`src/verilog/boot_loader_pkg.sv`:
```
// Constants shared by the boot loader and its serial helpers
package boot_loader_pkg;

    // Clock rate
    localparam int unsigned CLK_HZ              = 25_000_000;

    // Startup delay after reset release, in clock states
    localparam logic [6:0]  STARTUP_WAIT_STATES = 7'h64;

    // A zero byte is low for start bit plus eight data bits
    localparam logic [3:0]  LOW_BIT_TIMES       = 4'h9;
    localparam int unsigned DATA_BITS           = 8;

    // Handshake bytes
    localparam logic [7:0]  ACK_BYTE            = 8'h00;
    localparam logic [7:0]  SYNC_BYTE           = 8'h55;

    // Loader RAM areas
    localparam logic [23:0] LOADER_AREA_START   = 24'hFFDC00;
    localparam logic [23:0] LOADER_AREA_END     = 24'hFFE3FF;
    localparam logic [23:0] PROG_AREA_START     = 24'hFFE400;
    localparam logic [23:0] PROG_AREA_END       = 24'hFFFB7F;
    localparam logic [23:0] WORK_AREA_START     = 24'hFFFB80;
    localparam logic [23:0] WORK_AREA_END       = 24'hFFFBFF;
    localparam logic [15:0] PROG_MAX_LEN        = 16'(PROG_AREA_END - PROG_AREA_START + 24'h1);

    // Register byte offsets
    localparam logic [11:0] REG_FLASH_CTRL      = 12'h000;
    localparam logic [11:0] REG_STATUS          = 12'h004;
    localparam logic [11:0] REG_BAUD_DIV        = 12'h008;
    localparam logic [11:0] REG_SERIAL_CTRL     = 12'h00C;
    localparam logic [11:0] REG_PROG_LEN        = 12'h010;

    // Field positions
    localparam int unsigned SWE_BIT             = 0;
    localparam int unsigned RX_ON_BIT           = 0;
    localparam int unsigned TX_ON_BIT           = 1;

    // Reset values
    localparam logic [15:0] BAUD_DIV_RESET      = 16'h0001;
    localparam logic [5:0]  PIN_FILT_RESET      = 6'h30;

endpackage

```
`src/verilog/onboard_boot_loader.sv`:
```
// Boot mode loader with mode strap decode and APB status registers
`timescale 1ns/10ps
module onboard_boot_loader (
    // Clock and reset
    input  wire logic        pclk,
    input  wire logic        presetn,
    // APB slave
    input  wire logic [11:0] paddr,
    input  wire logic        psel,
    input  wire logic        penable,
    input  wire logic        pwrite,
    input  wire logic [31:0] pwdata,
    output logic      [31:0] prdata,
    output logic             pready,
    output logic             pslverr,
    // Pins
    input  wire logic        chip_reset_pin_n,
    input  wire logic        flash_write_enable_pin,
    input  wire logic        mode_select_pin_2,
    input  wire logic        mode_select_pin_1,
    input  wire logic        mode_select_pin_0,
    input  wire logic        boot_serial_receive_pin,
    output logic             boot_serial_transmit_pin_out,
    output logic             boot_serial_transmit_pin_oe,
    // Watchdog
    input  wire logic        wdt_overflow,
    // Flash
    input  wire logic        flash_blank,
    input  wire logic        flash_erase_done,
    output logic             flash_erase_all_req,
    output logic             flash_read_block,
    // RAM loading
    output logic             ram_wr_en,
    output logic      [23:0] ram_wr_addr,
    output logic      [7:0]  ram_wr_data,
    output logic             loader_area_reserved,
    // Branch to loaded program
    output logic             branch_pulse,
    output logic      [23:0] branch_addr,
    // Mode outputs
    output logic             boot_mode,
    output logic             user_program_mode,
    output logic             expanded_bus_mode,
    output logic             address_strobe_en,
    output logic             high_byte_write_strobe_en
);
    import boot_loader_pkg::*;

    typedef enum logic [3:0] {
        S_WAIT    = 4'b0000,
        S_IDLE_HI = 4'b0001,
        S_MEASURE = 4'b0011,
        S_ACK     = 4'b0010,
        S_SYNC    = 4'b0110,
        S_ERASE   = 4'b0111,
        S_LEN_HI  = 4'b0101,
        S_LEN_LO  = 4'b0100,
        S_LOAD    = 4'b1100,
        S_SHUT    = 4'b1101,
        S_RUN     = 4'b1111,
        S_OFF     = 4'b1110
    } ldr_state_e;

    typedef struct packed {
        logic [5:0]  s1;
        logic [5:0]  s2;
        logic [5:0]  s3;
        logic [5:0]  filt;
        ldr_state_e  st;
        logic [6:0]  wait_cnt;
        logic [3:0]  pre9;
        logic [15:0] divisor;
        logic [15:0] len;
        logic [15:0] cnt;
        logic [3:0]  straps;
        logic        rx_on;
        logic        tx_on;
        logic        tx_start;
        logic        software_write_enable_bit;
        logic        erase_req;
        logic        ram_we;
        logic [23:0] ram_addr;
        logic [7:0]  ram_data;
        logic        branch;
        logic        tx_dir;
        logic        tx_out;
        logic [31:0] prdata;
    } ldr_s;

    ldr_s q;
    ldr_s d;

    logic       rst_pin_f;
    logic       rxd_f;
    logic [3:0] pins_f;
    logic       is_boot;
    logic [7:0] rx_byte;
    logic       rx_valid;
    logic       tx_line;
    logic       tx_done;
    logic       wr_acc;
    logic       rd_setup;
    logic       mapped;

    // Filtered pins: {reset, rxd, fwe, md2, md1, md0}; reset bit is active high, rxd idles high, both load high at reset
    assign rst_pin_f = q.filt[5];
    assign rxd_f     = q.filt[4];
    assign pins_f    = q.filt[3:0];
    assign is_boot   = q.straps[3] & ~q.straps[2] & q.straps[1];

    assign wr_acc   = psel & penable & pwrite;
    assign rd_setup = psel & ~penable & ~pwrite;
    assign mapped   = (paddr == REG_FLASH_CTRL) || (paddr == REG_STATUS)
                   || (paddr == REG_BAUD_DIV) || (paddr == REG_SERIAL_CTRL)
                   || (paddr == REG_PROG_LEN);

    serial_rx u_rx (
        .pclk     (pclk),
        .presetn  (presetn),
        .enable   (q.rx_on),
        .divisor  (q.divisor),
        .rxd      (rxd_f),
        .rx_byte  (rx_byte),
        .rx_valid (rx_valid)
    );

    serial_tx u_tx (
        .pclk     (pclk),
        .presetn  (presetn),
        .divisor  (q.divisor),
        .start    (q.tx_start),
        .tx_byte  (ACK_BYTE),
        .txd      (tx_line),
        .done     (tx_done)
    );

    always_comb begin
        d          = q;
        d.tx_start = 1'b0;
        d.ram_we   = 1'b0;
        d.branch   = 1'b0;

        // Three-stage sync; a change counts once stages two and three agree
        d.s1   = {~chip_reset_pin_n, boot_serial_receive_pin, flash_write_enable_pin,
                  mode_select_pin_2, mode_select_pin_1, mode_select_pin_0};
        d.s2   = q.s1;
        d.s3   = q.s2;
        d.filt = (q.s2 & ~(q.s2 ^ q.s3)) | (q.filt & (q.s2 ^ q.s3));

        // Write enable drops with the pin
        if (!pins_f[3]) begin
            d.software_write_enable_bit = 1'b0;
        end

        if (rst_pin_f || wdt_overflow) begin
            // Straps follow the pins while reset is held
            d.straps    = pins_f;
            d.st        = S_WAIT;
            d.wait_cnt  = 7'h00;
            d.rx_on     = 1'b0;
            d.tx_on     = 1'b0;
            d.software_write_enable_bit       = 1'b0;
            d.erase_req = 1'b0;
            d.tx_dir    = 1'b0;
            d.tx_out    = 1'b0;
        end else begin
            unique case (q.st)
                S_WAIT: begin
                    if (!is_boot) begin
                        d.st = S_OFF;
                    end else if (q.wait_cnt == STARTUP_WAIT_STATES - 7'h01) begin
                        d.st = S_IDLE_HI;
                    end else begin
                        d.wait_cnt = q.wait_cnt + 7'h01;
                    end
                end
                S_IDLE_HI: begin
                    // Falling edge of the first zero byte starts timing
                    if (!rxd_f) begin
                        d.st      = S_MEASURE;
                        d.pre9    = 4'h1;
                        d.divisor = 16'h0000;
                    end
                end
                S_MEASURE: begin
                    if (!rxd_f) begin
                        // One divisor step per nine low cycles
                        if (q.pre9 == LOW_BIT_TIMES - 4'h1) begin
                            d.pre9 = 4'h0;
                            if (q.divisor != 16'hFFFF) begin
                                d.divisor = q.divisor + 16'h0001;
                            end
                        end else begin
                            d.pre9 = q.pre9 + 4'h1;
                        end
                    end else begin
                        if (q.divisor == 16'h0000) begin
                            d.divisor = BAUD_DIV_RESET;
                        end
                        d.rx_on    = 1'b1;
                        d.tx_on    = 1'b1;
                        d.tx_start = 1'b1;
                        d.st       = S_ACK;
                    end
                end
                S_ACK: begin
                    if (tx_done) begin
                        d.st = S_SYNC;
                    end
                end
                S_SYNC: begin
                    // Stray zero bytes are ignored until the sync byte
                    if (rx_valid && rx_byte == SYNC_BYTE) begin
                        if (flash_blank) begin
                            d.st = S_LEN_HI;
                        end else begin
                            d.st        = S_ERASE;
                            d.erase_req = 1'b1;
                        end
                    end
                end
                S_ERASE: begin
                    if (flash_erase_done) begin
                        d.erase_req = 1'b0;
                        d.st        = S_LEN_HI;
                    end
                end
                S_LEN_HI: begin
                    if (rx_valid) begin
                        d.len[15:8] = rx_byte;
                        d.st        = S_LEN_LO;
                    end
                end
                S_LEN_LO: begin
                    if (rx_valid) begin
                        d.cnt = 16'h0000;
                        if ({q.len[15:8], rx_byte} == 16'h0000) begin
                            d.len = 16'h0000;
                            d.st  = S_SHUT;
                        end else if ({q.len[15:8], rx_byte} > PROG_MAX_LEN) begin
                            // Oversize image is cut at the end of the program area
                            d.len = PROG_MAX_LEN;
                            d.st  = S_LOAD;
                        end else begin
                            d.len = {q.len[15:8], rx_byte};
                            d.st  = S_LOAD;
                        end
                    end
                end
                S_LOAD: begin
                    if (rx_valid) begin
                        d.ram_we   = 1'b1;
                        d.ram_data = rx_byte;
                        d.ram_addr = PROG_AREA_START + {8'h00, q.cnt};
                        d.cnt      = q.cnt + 16'h0001;
                        if (q.cnt + 16'h0001 == q.len) begin
                            d.st = S_SHUT;
                        end
                    end
                end
                S_SHUT: begin
                    // Divisor is left as measured
                    d.rx_on  = 1'b0;
                    d.tx_on  = 1'b0;
                    d.tx_dir = 1'b1;
                    d.tx_out = 1'b1;
                    d.branch = 1'b1;
                    d.st     = S_RUN;
                end
                S_RUN, S_OFF: begin
                    if (wr_acc && paddr == REG_SERIAL_CTRL) begin
                        d.rx_on = pwdata[RX_ON_BIT];
                        d.tx_on = pwdata[TX_ON_BIT];
                    end
                    if (wr_acc && paddr == REG_BAUD_DIV) begin
                        d.divisor = pwdata[15:0];
                    end
                end
                default: begin
                    d.st = S_WAIT;
                end
            endcase

            // Write enable only takes with the pin high
            if (wr_acc && paddr == REG_FLASH_CTRL) begin
                d.software_write_enable_bit = pwdata[SWE_BIT] & pins_f[3];
            end
        end

        // Read data captured in the setup phase
        if (rd_setup) begin
            unique case (paddr)
                REG_FLASH_CTRL:  d.prdata = {31'h0, q.software_write_enable_bit};
                REG_STATUS:      d.prdata = {12'h000, q.erase_req, loader_area_reserved,
                                             user_program_mode, is_boot, 4'h0, q.st,
                                             q.straps, 4'h0};
                REG_BAUD_DIV:    d.prdata = {16'h0000, q.divisor};
                REG_SERIAL_CTRL: d.prdata = {30'h0, q.tx_on, q.rx_on};
                REG_PROG_LEN:    d.prdata = {q.cnt, q.len};
                default:         d.prdata = 32'h0000_0000;
            endcase
        end
    end

    always_ff @(posedge pclk or negedge presetn) begin
        if (!presetn) begin
            q         <= '0;
            q.filt    <= PIN_FILT_RESET;
            q.s1      <= PIN_FILT_RESET;
            q.s2      <= PIN_FILT_RESET;
            q.s3      <= PIN_FILT_RESET;
            q.st      <= S_WAIT;
            q.divisor <= BAUD_DIV_RESET;
        end else begin
            q <= d;
        end
    end

    // APB answers without wait states
    assign prdata  = q.prdata;
    assign pready  = 1'b1;
    assign pslverr = psel & penable & ~mapped;

    // Serial unit owns the pin while enabled, otherwise the port bits do
    assign boot_serial_transmit_pin_out = q.tx_on ? tx_line : q.tx_out;
    assign boot_serial_transmit_pin_oe  = q.tx_on | q.tx_dir;

    assign flash_erase_all_req  = q.erase_req;
    assign flash_read_block     = q.software_write_enable_bit;
    assign ram_wr_en            = q.ram_we;
    assign ram_wr_addr          = q.ram_addr;
    assign ram_wr_data          = q.ram_data;
    // Loader and working areas stay claimed until the branch
    assign loader_area_reserved = is_boot && q.st != S_RUN;
    assign branch_pulse         = q.branch;
    assign branch_addr          = PROG_AREA_START;

    assign boot_mode                 = is_boot;
    assign user_program_mode         = q.straps[3] & q.straps[2] & q.straps[1];
    assign expanded_bus_mode         = q.straps[1] & ~q.straps[0];
    assign address_strobe_en         = expanded_bus_mode;
    assign high_byte_write_strobe_en = expanded_bus_mode;
endmodule // onboard_boot_loader

```
`src/verilog/serial_rx.sv`:
```
// Asynchronous serial receiver, 8 data bits, 1 stop bit, no parity
`timescale 1ns/10ps
module serial_rx (
    // Clock and reset
    input  wire logic        pclk,
    input  wire logic        presetn,
    // Control
    input  wire logic        enable,
    input  wire logic [15:0] divisor,
    input  wire logic        rxd,
    // Received byte
    output logic      [7:0]  rx_byte,
    output logic             rx_valid
);
    import boot_loader_pkg::*;

    typedef enum logic [1:0] {R_IDLE = 2'b00, R_START = 2'b01, R_DATA = 2'b11,
                              R_STOP = 2'b10} rx_state_e;
    typedef struct packed {
        rx_state_e   st;
        logic [15:0] cnt;
        logic [2:0]  bit_idx;
        logic [7:0]  shift;
        logic        valid;
    } rx_s;

    rx_s q;
    rx_s d;

    always_comb begin
        d       = q;
        d.valid = 1'b0;
        if (!enable) begin
            d.st = R_IDLE;
        end else begin
            unique case (q.st)
                R_IDLE: begin
                    if (!rxd) begin
                        d.st  = R_START;
                        d.cnt = {1'b0, divisor[15:1]};
                    end
                end
                R_START: begin
                    if (q.cnt == 16'h0000) begin
                        // Glitch shorter than half a bit is dropped
                        d.st      = rxd ? R_IDLE : R_DATA;
                        d.cnt     = divisor - 16'h0001;
                        d.bit_idx = 3'h0;
                    end else begin
                        d.cnt = q.cnt - 16'h0001;
                    end
                end
                R_DATA: begin
                    if (q.cnt == 16'h0000) begin
                        d.shift   = {rxd, q.shift[7:1]};
                        d.cnt     = divisor - 16'h0001;
                        d.bit_idx = q.bit_idx + 3'h1;
                        if (q.bit_idx == 3'(DATA_BITS - 1)) begin
                            d.st = R_STOP;
                        end
                    end else begin
                        d.cnt = q.cnt - 16'h0001;
                    end
                end
                R_STOP: begin
                    if (q.cnt == 16'h0000) begin
                        d.st    = R_IDLE;
                        d.valid = rxd;
                    end else begin
                        d.cnt = q.cnt - 16'h0001;
                    end
                end
            endcase
        end
    end

    always_ff @(posedge pclk or negedge presetn) begin
        if (!presetn) begin
            q <= '0;
        end else begin
            q <= d;
        end
    end

    assign rx_byte  = q.shift;
    assign rx_valid = q.valid;
endmodule // serial_rx

```
`src/verilog/serial_tx.sv`:
```
// Asynchronous serial transmitter, 8 data bits, 1 stop bit, no parity
`timescale 1ns/10ps
module serial_tx (
    // Clock and reset
    input  wire logic        pclk,
    input  wire logic        presetn,
    // Control
    input  wire logic [15:0] divisor,
    input  wire logic        start,
    input  wire logic [7:0]  tx_byte,
    // Line and status
    output logic             txd,
    output logic             done
);
    import boot_loader_pkg::*;

    typedef struct packed {
        logic        busy;
        logic [9:0]  shift;
        logic [3:0]  left;
        logic [15:0] cnt;
        logic        done;
    } tx_s;

    tx_s q;
    tx_s d;

    always_comb begin
        d      = q;
        d.done = 1'b0;
        if (!q.busy) begin
            if (start) begin
                d.busy  = 1'b1;
                d.shift = {1'b1, tx_byte, 1'b0};
                d.left  = 4'(DATA_BITS + 2);
                d.cnt   = divisor;
            end
        end else if (q.cnt == 16'h0001 || q.cnt == 16'h0000) begin
            d.shift = {1'b1, q.shift[9:1]};
            d.cnt   = divisor;
            d.left  = q.left - 4'h1;
            if (q.left == 4'h1) begin
                d.busy = 1'b0;
                d.done = 1'b1;
            end
        end else begin
            d.cnt = q.cnt - 16'h0001;
        end
    end

    always_ff @(posedge pclk or negedge presetn) begin
        if (!presetn) begin
            q <= '{busy: 1'b0, shift: 10'h3FF, left: 4'h0, cnt: 16'h0000, done: 1'b0};
        end else begin
            q <= d;
        end
    end

    // Idle line stays high
    assign txd  = q.busy ? q.shift[0] : 1'b1;
    assign done = q.done;
endmodule // serial_tx
```
`config.mk`:
```
export PLATFORM = sky130hd
export DESIGN_NAME = onboard_boot_loader
export DESIGN_NICKNAME = d
export VERILOG_FILES = /design/src/verilog/boot_loader_pkg.sv /design/src/verilog/onboard_boot_loader.sv /design/src/verilog/serial_rx.sv /design/src/verilog/serial_tx.sv
export SDC_FILE = /design/constraint.sdc
export NUM_CORES = 1
export LEC_CHECK = 0
export BUFFER_PORTS_ARGS = -buffer_cell sky130_fd_sc_hd__buf_2
export CAP_MARGIN = 0
export CORE_UTILIZATION = 60
export CTS_BUF_LIST = sky130_fd_sc_hd__clkbuf_2 sky130_fd_sc_hd__clkbuf_4 sky130_fd_sc_hd__clkbuf_8
export CTS_CLUSTER_DIAMETER = 40
export DETAILED_ROUTE_END_ITERATION = 12
export PLACE_DENSITY = 0.83
export REMOVE_ABC_BUFFERS = 1
export SLEW_MARGIN = 10
export SYNTH_ARGS = -nofsm -noshare
export SYNTH_HDL_FRONTEND = slang
export SYNTH_SLANG_ARGS = --single-unit
```
`constraint.sdc`:
```
create_clock -name pclk -period 5.4 [get_ports pclk]
set_input_delay 0.81 -clock pclk [delete_from_list [all_inputs] [get_ports pclk]]
set_output_delay 0.81 -clock pclk [all_outputs]
set_load 0.05 [all_outputs]
```
==> impl_metrics.py, run 1 <==
metrics = {
    "pwr": {
        "power_frac_seq_pct": 44.9,
        "p_per_area_mw_per_mm2": 352.4,
        "switching_share_pct": 33.47,
        "power.leakage_uw": 0.006106,
        "internal_power_uw": 3107,
        "p_comb_share_pct": 20.9,
        "switchingPower_uw": 1563,
        "ir_drop_mv": 0.2176,
        "p_clk_share_pct": 34.2,
    },
    "clock_network": {
        "cts_tree": "yes",
        "clock-sinks": 219,
        "cts_setup_buffers": 0,
        "clk_latency_ps": 550,
        "clk_pin_slew_worst_paths_ps": 60,
        "numCtsBuffers": 38,
        "cts_root_buf": "clkbuf_8",
        "cts_buffer_depth": 3,
        "cts_resized": 0,
        "htree_levels": 2,
        "ctsHoldBuffers": 0,
    },
    "yosys": {
        "synthFlopType": "dfrtp_1",
        "synth_area_per_cell_sq_um": 8.570,
        "syn_area_sq_mm": 0.01239,
        "synth_top_cell_by_area": "dfrtp_1",
        "netlist_instances": 1446,
        "netlist.area_leader.share_pct": 40.39,
        "synthTopCellsByArea": "dfrtp_1 40%, nand2_1 8.1%, buf_4 5.6%",
        "yosysSeqAreaShare_pct": 44.42,
        "ys_types": 67,
        "ys.warnings.count": 0,
        "synth_edf_count": 0,
        "synth-seq-cells": 219,
        "async_flop_share_pct": 100.0,
    },
    "global_routing": {
        "grt_pass1_wl_mm": 50.33,
        "grt_pass1_vias": 10059,
        "antenna_found_initial": 0,
        "grt_max_degree": 78,
        "gr-usage-all-layers_pct": 29.21,
        "grt_overflow_total": 0,
    },
    "critical_path": {
        "worstPathArrival_ps": 4060,
        "crit_required_ps": 5840,
        "r2r_end": "q[114]",
        "cp-end-kind": "flip-flop",
        "cp_max_fo": 32,
        "crit-reg2reg-launch": "q[113]",
        "critical_path_class": "reg2reg",
        "r2r_slack_ps": 1780,
        "startpoint_type": "flip-flop",
        "r2r_cells": 7,
    },
    "sta": {
        "tightest_slew_ps": 1145,
        "tns_ps": 0,
        "hold_viol": 0,
        "max-slew-margin-rel_pct": 23.64,
        "min_period_ps": 3618,
        "rsz0062_at_grt": "false",
        "setup_violations": 0,
        "finClkSkew_ps": 34.08,
        "fmaxAchievable_mhz": 276.4,
        "fin_crit_sh_pct": 67.00,
        "drv_slew": 0,
    },
    "cells_and_area": {
        "area_growth_pct": 6.926,
        "layout.nets": 1525,
        "diodes": 0,
        "fill_cells": 1680,
        "drive_above_1_share_pct": 16.16,
        "final_core_util_pct": 65.48,
    },
    "routing": {
        "ant_nets": 0,
        "route.met3.wl_mm": 2.084,
        "num_vias": 10566,
        "drt-total-wl_mm": 30.62,
        "wl_met2_mm": 14.73,
        "drc": 0,
        "drt_iter0_drc": 989,
        "top_layer": "met4",
        "wl_met1_mm": 12.58,
        "drt_pre_antenna_iters": 6,
        "wl_per_cell_um": 17.51,
        "vias_per_cell": 6.041,
    },
    "job": {
        "drv_cap": 0,
    },
    "floorplan": {
        "pin_count": 160,
        "start_util_pct": 61.24,
        "fp.dieArea_sq_mm": 0.02123,
        "core.rowCount": 52,
        "die_width_um": 145.7,
        "fp.dieH_um": 145.7,
        "coreArea_sq_mm": 0.02023,
    },
    "placement": {
        "place_hpwl_mm": 20.85,
        "portBuffers": 118,
        "place_congestion": 0.9323,
    },
    "min_path": {
        "hp-class": "in2async",
    },
    "outcome": {
        "status": "complete, no violations",
    },
}
==> cell usage in the layout (no fill, tap or decap), types with 25 or more instances in the layout <==
master,synthesis,final
nor3_1,32,32
nor2_1,124,123
inv_1,39,39
nand2_1,267,267
dfrtp_1,200,200
o21ai_0,106,106
a21oi_1,49,49
conb_1,2,25
clkbuf_8,0,46
nand3_1,54,54
buf_2,3,117
xnor2_1,36,36
==> power groups by stage <==
stage / registers, uW / clock network [uW] / logic, uW
6_report: 2100 / 1600 / 976
5_1_grt: 2120 / 1690 / 1100
4_1_cts: 2090 / 1620 / 968
3_5_place_dp: 2110 / 0 / 960
3_3_place_gp: 2100 / 0 / 923
2_1_floorplan: 2030 / 0 / 748
==> Yosys cell counts, types with 4 or more instances <==
| cell type | n |
|---|---|
| a211oi_1 | 16 |
| a21oi_1 | 49 |
| a222oi_1 | 10 |
| a22o_1 | 20 |
| a22oi_1 | 11 |
| a311oi_1 | 4 |
| a31oi_1 | 20 |
| a32o_1 | 5 |
| and3_1 | 21 |
| and4_1 | 8 |
| buf_1 | 6 |
| buf_4 | 92 |
| clkbuf_1 | 84 |
| dfrtp_1 | 200 |
| dfstp_2 | 19 |
| ha_1 | 16 |
| inv_1 | 39 |
| maj3_1 | 7 |
| mux2_2 | 9 |
| mux2i_1 | 12 |
| nand2_1 | 267 |
| nand3_1 | 54 |
| nand3b_1 | 5 |
| nand4_1 | 21 |
| nor2_1 | 124 |
| nor2b_1 | 5 |
| nor3_1 | 32 |
| nor3b_1 | 4 |
| nor4_1 | 21 |
| o211ai_1 | 7 |
| o21ai_0 | 106 |
| o21ai_1 | 7 |
| o31ai_1 | 14 |
| or2_2 | 6 |
| or3_1 | 7 |
| or4_1 | 7 |
| xnor2_1 | 36 |
| xor2_1 | 23 |
==> how the worst max path moves through the flow <==
stage,from,to,slack (ps),cells past startpoint
global placement,paddr[7],pslverr,1880,8
CTS,paddr[7],pslverr,1830,8
floorplan,paddr[7],pslverr,1410,5
detailed placement,paddr[7],pslverr,1830,8
finish,q[113],q[114],1780,7
global route,paddr[7],pslverr,1650,8
==> kinds of logic after synthesis <==
logic type | after synthesis | share of synthesized area (%)
flip-flops | 219 | 44.42
XOR/XNOR | 59 | 4.170
AND/OR/NAND/NOR | 599 | 22.17
AO/OA/AOI/OAI | 296 | 15.34
other | 2 | 0.06060
multiplexers | 21 | 1.787
adder cells (fa/ha/maj) | 23 | 2.181
buffers and inverters | 227 | 9.875
==> cell type report <==
cell class,count,area [sq um],share of cell area (%)
inverters,39,146.4,1.105
multi-input cells,1023,5759,43.47
well taps,270,337.8,2.550
repair buffers,130,690.7,5.212
clock inverters,10,88.84,0.6704
flip-flops and latches,219,5504,41.54
clock buffers,58,723.2,5.458
==> worst max-delay path: stages (launching register included) <==
cell     delay [ps]
dfrtp_1         540
or4_1           710
nor4b_4         410
nand2_2         120
or4_4           510
a31oi_4         710
o21ai_0         250
a22o_1          240
==> layer usage <==
layer | up-vias | GRT usage (%)
met5 | - | 0
met3 | 89 | 4.044
met2 | 441 | 48.33
met1 | 5100 | 38.36
met4 | 0 | 13.16
li1 | 4936 | -
==> state kept, by name, indices dropped and copies added, names as in the netlist, named ones only <==
register,cells
u_tx.done,1
flash_erase_all_req,1
u_rx.rx_valid,1
ram_wr_addr,18
flash_read_block,1
d,12
q,77
u_rx.rx_byte,8
ram_wr_data,8
u_rx.q,21
u_tx.q,31
ram_wr_en,1
prdata,32
branch_pulse,1
==> through the flow <==
| stage | cell area (sq um) | instances | hold slack (ps) | setup WS, ps | power (uW) |
|---|---|---|---|---|---|
| final | 13250 | 1749 | 222.2 | 1782 | 4669 |
| after global placement | 12440 | 1681 | 334.0 | 1881 | 3020 |
| after CTS | 13250 | 1749 | 248.0 | 1832 | 4674 |
| after detailed placement | 12440 | 1681 | 334.7 | 1833 | 3070 |
| after global routing | 13250 | 1749 | 266.3 | 1654 | 4916 |
| after floorplan | 11400 | 1281 | 331.2 | 1411 | 2780 |
Note: power is estimated with default switching activity, not from simulation.
==> inputs of run 2 (changes only) <==
==> constraint.sdc (replaced) <==
create_clock -name pclk -period 3.5 [get_ports pclk]
set_input_delay 0.525 -clock pclk [delete_from_list [all_inputs] [get_ports pclk]]
set_output_delay 0.525 -clock pclk [all_outputs]
set_load 0.05 [all_outputs]
==> run 2 against run 1 <==
Net effect:
- fmax grew 14%
- combinational power grew 63%
- cell count grew 1.4%
- hold slack lost 140 ps
- setup slack lost 1500 ps
- sequential power grew 50%
- global-route usage shrank 0.096 points
- register-to-register slack lost 1500 ps
- sequential share of layout area shrank 0.66 points
- utilization grew 1.1 points
- largest cell class unchanged
- largest power group unchanged
- highest routed layer unchanged
==> impl_metrics.py, run 2 (synthesis results as in run 1) <==
metrics = {
    "clock_network": {
        "cts_tree": "yes",
        "numCtsBuffers": 38,
        "clk_latency_ps": 540,
        "cts_root_buf": "clkbuf_8",
        "cts_buffer_depth": 3,
        "cts_resized": 0,
        "clk_pin_slew_worst_paths_ps": 60,
        "htree_levels": 2,
        "clock-sinks": 219,
    },
    "cells_and_area": {
        "regMostFlops": "q",
        "diodes": 0,
        "fill_cells": 1612,
        "layout.cells.most_common_list": "267 x nand2_1, 200 x dfrtp_1, 123 x nor2_1, 117 x buf_2, 106 x o21ai_0",
        "layout.nets": 1551,
        "drive_above_1_share_pct": 17.43,
        "regArea_sq_mm": 0.005504,
        "area_growth_pct": 8.653,
        "layout.cells.most_common": "nand2_1",
        "multi_input_area_sq_mm": 0.005759,
        "largest_reg_flops": 77,
    },
    "critical_path": {
        "cp-end-kind": "flip-flop",
        "critical_path_class": "reg2reg",
        "crit_required_ps": 3910,
        "cp_max_fo": 19,
        "worstPathArrival_ps": 3590,
        "startpoint_type": "flip-flop",
    },
    "sta": {
        "rsz0062_at_grt": "false",
        "drv_slew": 0,
        "fmaxAchievable_mhz": 314.8,
        "setup_violations": 0,
        "max-slew-margin-rel_pct": 22.96,
        "min_period_ps": 3177,
        "tns_ps": 0,
        "fin_crit_sh_pct": 90.76,
        "hold_viol": 0,
        "layout_setup_ws_ps": 323.4,
        "tightest_slew_ps": 1156,
        "finClkSkew_ps": 32.82,
    },
    "global_routing": {
        "grt_max_degree": 79,
        "grt_pass1_vias": 10088,
        "grt_overflow_total": 0,
        "grtUsageMet3_pct": 5.047,
        "globalRouteMet2Util_pct": 47.03,
        "grt-busiest-layer": "met2",
        "met1_usage_pct": 38.51,
        "gr-usage-all-layers_pct": 29.11,
        "grt_pass1_wl_mm": 50.19,
        "antenna_found_initial": 0,
    },
    "routing": {
        "num_vias": 10671,
        "drt_pre_antenna_iters": 6,
        "drt_iter0_drc": 1003,
        "drt-total-wl_mm": 30.63,
        "ant_nets": 0,
        "drc": 0,
        "wl_per_cell_um": 17.27,
        "vias_per_cell": 6.019,
    },
    "job": {
        "drv_cap": 0,
    },
    "pwr": {
        "p_comb_share_pct": 22.2,
        "internal_power_uw": 4812,
        "p_clk_share_pct": 33.7,
        "power_frac_seq_pct": 44.1,
        "ir_drop_mv": 0.3393,
        "power.leakage_uw": 0.006249,
        "p_per_area_mw_per_mm2": 533.0,
        "switching_share_pct": 32.95,
        "switchingPower_uw": 2365,
    },
    "placement": {
        "place_hpwl_mm": 21.20,
        "post-place-ws_ps": 381.9,
        "place_congestion": 0.9342,
        "portBuffers": 118,
    },
    "floorplan": {
        "pin_count": 160,
        "coreArea_sq_mm": 0.02023,
        "core.rowCount": 52,
        "die_width_um": 145.7,
        "start_util_pct": 61.24,
        "fp.dieArea_sq_mm": 0.02123,
        "fp.dieH_um": 145.7,
    },
    "outcome": {
        "status": "complete, no violations",
    },
    "min_path": {
        "hp-class": "in2reg",
    },
}
==> run 2: changes by cell type in the layout (fill, tap and decap cells not counted), sizes merged <==
cell / change
buf: +25
clkinv: -2
inv: -1
clkbuf: +3
bufinv: -1
dlygate4sd3: +1
clkinvlp: -1
==> run 2: worst paths after layout <==
check | depth (start not counted) | startpoint | endpoint | slack (ps)
min | 1 | boot_serial_receive_pin | d[156] | 90
max | 8 | q[112] | q[117] | 320
max in group asynchronous | 3 | presetn | u_tx.q[29] | 2000
min reg2reg | 0 | d[154] | d[148] | 340
max reg2reg | 8 | q[112] | q[117] | 320
min in group asynchronous | 2 | presetn | ram_wr_addr[16] | 550
==> run 2: final cells by class <==
class | instances | share of cell area, %
clock buffers | 61 | 5.724
clock inverters | 5 | 0.2416
inverters | 39 | 1.087
multi-input cells | 1023 | 42.77
flip-flops and latches | 219 | 40.88
well taps | 270 | 2.509
repair buffers | 156 | 6.784
==> run 2: per-layer routing <==
layer / up-vias / routed length, um / share of wire, %
li1: 4994 / - / -
met2: 483 / 14300 / 47
met3: 84 / 2393 / 7.8
met1: 5110 / 12740 / 42
met4: 0 / 1192 / 3.9
met5: - / 0 / 0
==> run 2: timing repair <==
item	CTS	global route
endpoints found under the hold margin	20	0
buffers inserted	0	0
hold buffers	1	0
==> run 2: power by group through the flow <==
| stage | registers [uW] | clock network [uW] | logic (uW) |
|---|---|---|---|
| after global placement | 3180 | 0 | 1520 |
| after global routing | 3210 | 2580 | 1780 |
| after CTS | 3150 | 2470 | 1580 |
| final | 3160 | 2420 | 1590 |
| after detailed placement | 3190 | 0 | 1560 |
| after floorplan | 3130 | 0 | 1150 |
==> run 2: per-stage QoR <==
step           util (%)  hold WS [ps]  std cells  instance area (sq um)  power, uW
3_5_place_dp      62.52         335.5       1706                  12650       4750
6_report          66.54         85.60       1773                  13460       7177
3_3_place_gp      62.52         331.6       1706                  12650       4695
4_1_cts           66.54         63.45       1773                  13460       7199
5_1_grt           66.54         70.43       1773                  13460       7571
2_1_floorplan         -         229.4       1281                  11400       4289
==> run 2: worst max-delay path: stages (launching register included) <==
cell	delay [ps]
dfrtp_1	470
or4_1	570
nor4b_4	410
nand2_2	100
or4_4	510
a31oi_4	480
buf_4	250
o21ai_1	80
a22o_1	180
==> inputs of run 3 (changes only) <==
--- a/config.mk
+++ b/config.mk
@@ -7,11 +7,14 @@
 export LEC_CHECK = 0
 export BUFFER_PORTS_ARGS = -buffer_cell sky130_fd_sc_hd__buf_2
 export CAP_MARGIN = 0
-export CORE_UTILIZATION = 60
+export CELL_PAD_IN_SITES_DETAIL_PLACEMENT = 0
+export CELL_PAD_IN_SITES_GLOBAL_PLACEMENT = 1
+export CORE_ASPECT_RATIO = 1.5
+export CORE_UTILIZATION = 46
 export CTS_BUF_LIST = sky130_fd_sc_hd__clkbuf_2 sky130_fd_sc_hd__clkbuf_4 sky130_fd_sc_hd__clkbuf_8
 export CTS_CLUSTER_DIAMETER = 40
 export DETAILED_ROUTE_END_ITERATION = 12
-export PLACE_DENSITY = 0.83
+export PLACE_DENSITY = 0.84
 export REMOVE_ABC_BUFFERS = 1
 export SLEW_MARGIN = 10
 export SYNTH_ARGS = -nofsm -noshare
==> run 3 against run 2 <==
Net effect:
- critical path depth is the same
- critical path type unchanged
- setup slack better by 160 ps
- wire length grew 10%
- via count decreased by 1.9%
- total power is 0.20% higher
- sequential share of layout area decreased by 0.27 points
- largest power group unchanged
==> impl_metrics.py, run 3 (synthesis results as in run 1) <==
metrics = {
    "cells_and_area": {
        "layout.nets": 1553,
        "layout.cells.most_common": "nand2_1",
        "layout.cells.most_common_list": "267 x nand2_1, 200 x dfrtp_1, 123 x nor2_1, 117 x buf_2, 106 x o21ai_0",
        "largest_reg_flops": 77,
        "final_core_util_pct": 51.17,
        "final_area_sq_mm": 0.01355,
        "regMostFlops": "q",
        "area_growth_pct": 9.370,
        "diodes": 0,
        "drive_above_1_share_pct": 17.73,
    },
    "placement": {
        "place_hpwl_mm": 24.01,
        "place_congestion": 0.8783,
        "place_area_sq_mm": 0.01277,
        "portBuffers": 118,
        "post-place-ws_ps": 508.6,
    },
    "routing": {
        "drt_pre_antenna_iters": 6,
        "wl_per_cell_um": 18.32,
        "ant_nets": 0,
        "drt_iter0_drc": 635,
        "drt-total-wl_mm": 33.76,
        "vias_per_cell": 5.682,
        "drc": 0,
        "num_vias": 10472,
    },
    "clock_network": {
        "cts_buffer_depth": 3,
        "htree_levels": 2,
        "clock-sinks": 219,
        "cts_tree": "yes",
        "numCtsBuffers": 36,
        "clk_pin_slew_worst_paths_ps": 60,
        "clk_latency_ps": 550,
        "cts_root_buf": "clkbuf_8",
        "cts_setup_buffers": 0,
    },
    "pwr": {
        "ir_drop_mv": 0.3736,
        "internal_power_uw": 4759,
        "switching_share_pct": 33.82,
        "switchingPower_uw": 2432,
        "power_frac_seq_pct": 43.7,
        "power.leakage_uw": 0.006257,
        "p_clk_share_pct": 33.2,
        "p_comb_share_pct": 23.2,
        "p_per_area_mw_per_mm2": 530.6,
    },
    "global_routing": {
        "grt_max_degree": 77,
        "grt_pass1_vias": 10164,
        "antenna_found_initial": 0,
        "grt_overflow_total": 0,
        "grt_pass1_wl_mm": 54.18,
        "gr-usage-all-layers_pct": 25.09,
    },
    "critical_path": {
        "cp-end-kind": "flip-flop",
        "r2r_slack_ps": 490,
        "r2r_end": "q[122]",
        "critical_path_class": "reg2reg",
        "startpoint_type": "flip-flop",
        "cp_max_fo": 10,
        "crit_required_ps": 3930,
        "r2r_cells": 8,
        "worstPathArrival_ps": 3450,
        "crit-reg2reg-launch": "q[114]",
    },
    "floorplan": {
        "fp.dieArea_sq_mm": 0.02761,
        "pin_count": 160,
        "start_util_pct": 46.78,
        "die_width_um": 136.0,
        "fp.dieH_um": 203.0,
        "core.rowCount": 73,
        "coreArea_sq_mm": 0.02649,
    },
    "sta": {
        "finClkSkew_ps": 17.70,
        "tns_ps": 0,
        "rsz0062_at_grt": "false",
        "drv_slew": 0,
        "tightest_slew_ps": 1187,
        "setup_violations": 0,
        "layout_setup_ws_ps": 487.3,
        "fmaxAchievable_mhz": 331.9,
        "hold_ws_ps": 79.62,
        "hold_viol": 0,
        "fin_crit_sh_pct": 86.08,
        "max-slew-margin-rel_pct": 20.90,
        "min_period_ps": 3013,
    },
    "job": {
        "drv_cap": 0,
    },
    "min_path": {
        "hp-class": "in2reg",
        "hold_end": "d[157]",
        "min_from": "chip_reset_pin_n",
        "hold_depth": 2,
    },
    "outcome": {
        "status": "complete, no violations",
    },
}
[run 3: cell type report]
class | count | area [sq um]
Inverter | 39 | 146.4
Fill cell | 2549 | 12930
Clock buffer | 55 | 681.9
Clock inverter | 10 | 86.33
Tap cell | 337 | 421.7
Timing Repair Buffer | 160 | 943.4
Multi-Input combinational cell | 1023 | 5769
Sequential cell | 219 | 5504
[run 3: worst max-delay path by stage]
stage	start	to	depth (start not counted)
finish	q[114]	q[122]	8
global route	q[112]	q[113]	8
CTS	q[114]	q[122]	8
detailed placement	q[114]	q[122]	8
global placement	q[114]	q[122]	8
floorplan	paddr[7]	pslverr	5
[run 3: power groups by stage]
stage | clock, uW | sequential [uW] | combinational, uW
global route | 2550 | 3180 | 1860
global placement | 0 | 3160 | 1610
finish | 2380 | 3140 | 1660
floorplan | 0 | 3130 | 1150
detailed placement | 0 | 3170 | 1660
CTS | 2450 | 3130 | 1670
[run 3: what timing repair did]
| action | in CTS | in global routing |
|---|---|---|
| hold endpoints to repair | 73 | 0 |
| resized for setup | 0 | 0 |
| hold buffers | 1 | 0 |
[run 3: worst max-delay path, cell delays in order, from the launching register on]
cell and delay, ps:
dfrtp_1 380, or4_1 670, nor4b_4 400, nand2_2 90, or4_4 500, a31oi_4 370, buf_4 230, o21ai_1 70
a22o_1 190
[run 3: routing by layer]
metal	track usage (%)	share of wire [%]	vias up
met3	3.296	4.3	101
met2	45.40	54	319
met4	12.50	4.1	0
met5	0	0	-
li1	-	-	4982
met1	28.42	38	5070
[run 3: through the flow]
step	instances	power [uW]
global route	1843	7592
finish	1843	7191
global placement	1777	4778
detailed placement	1777	4831
floorplan	1281	4289
CTS	1843	7249
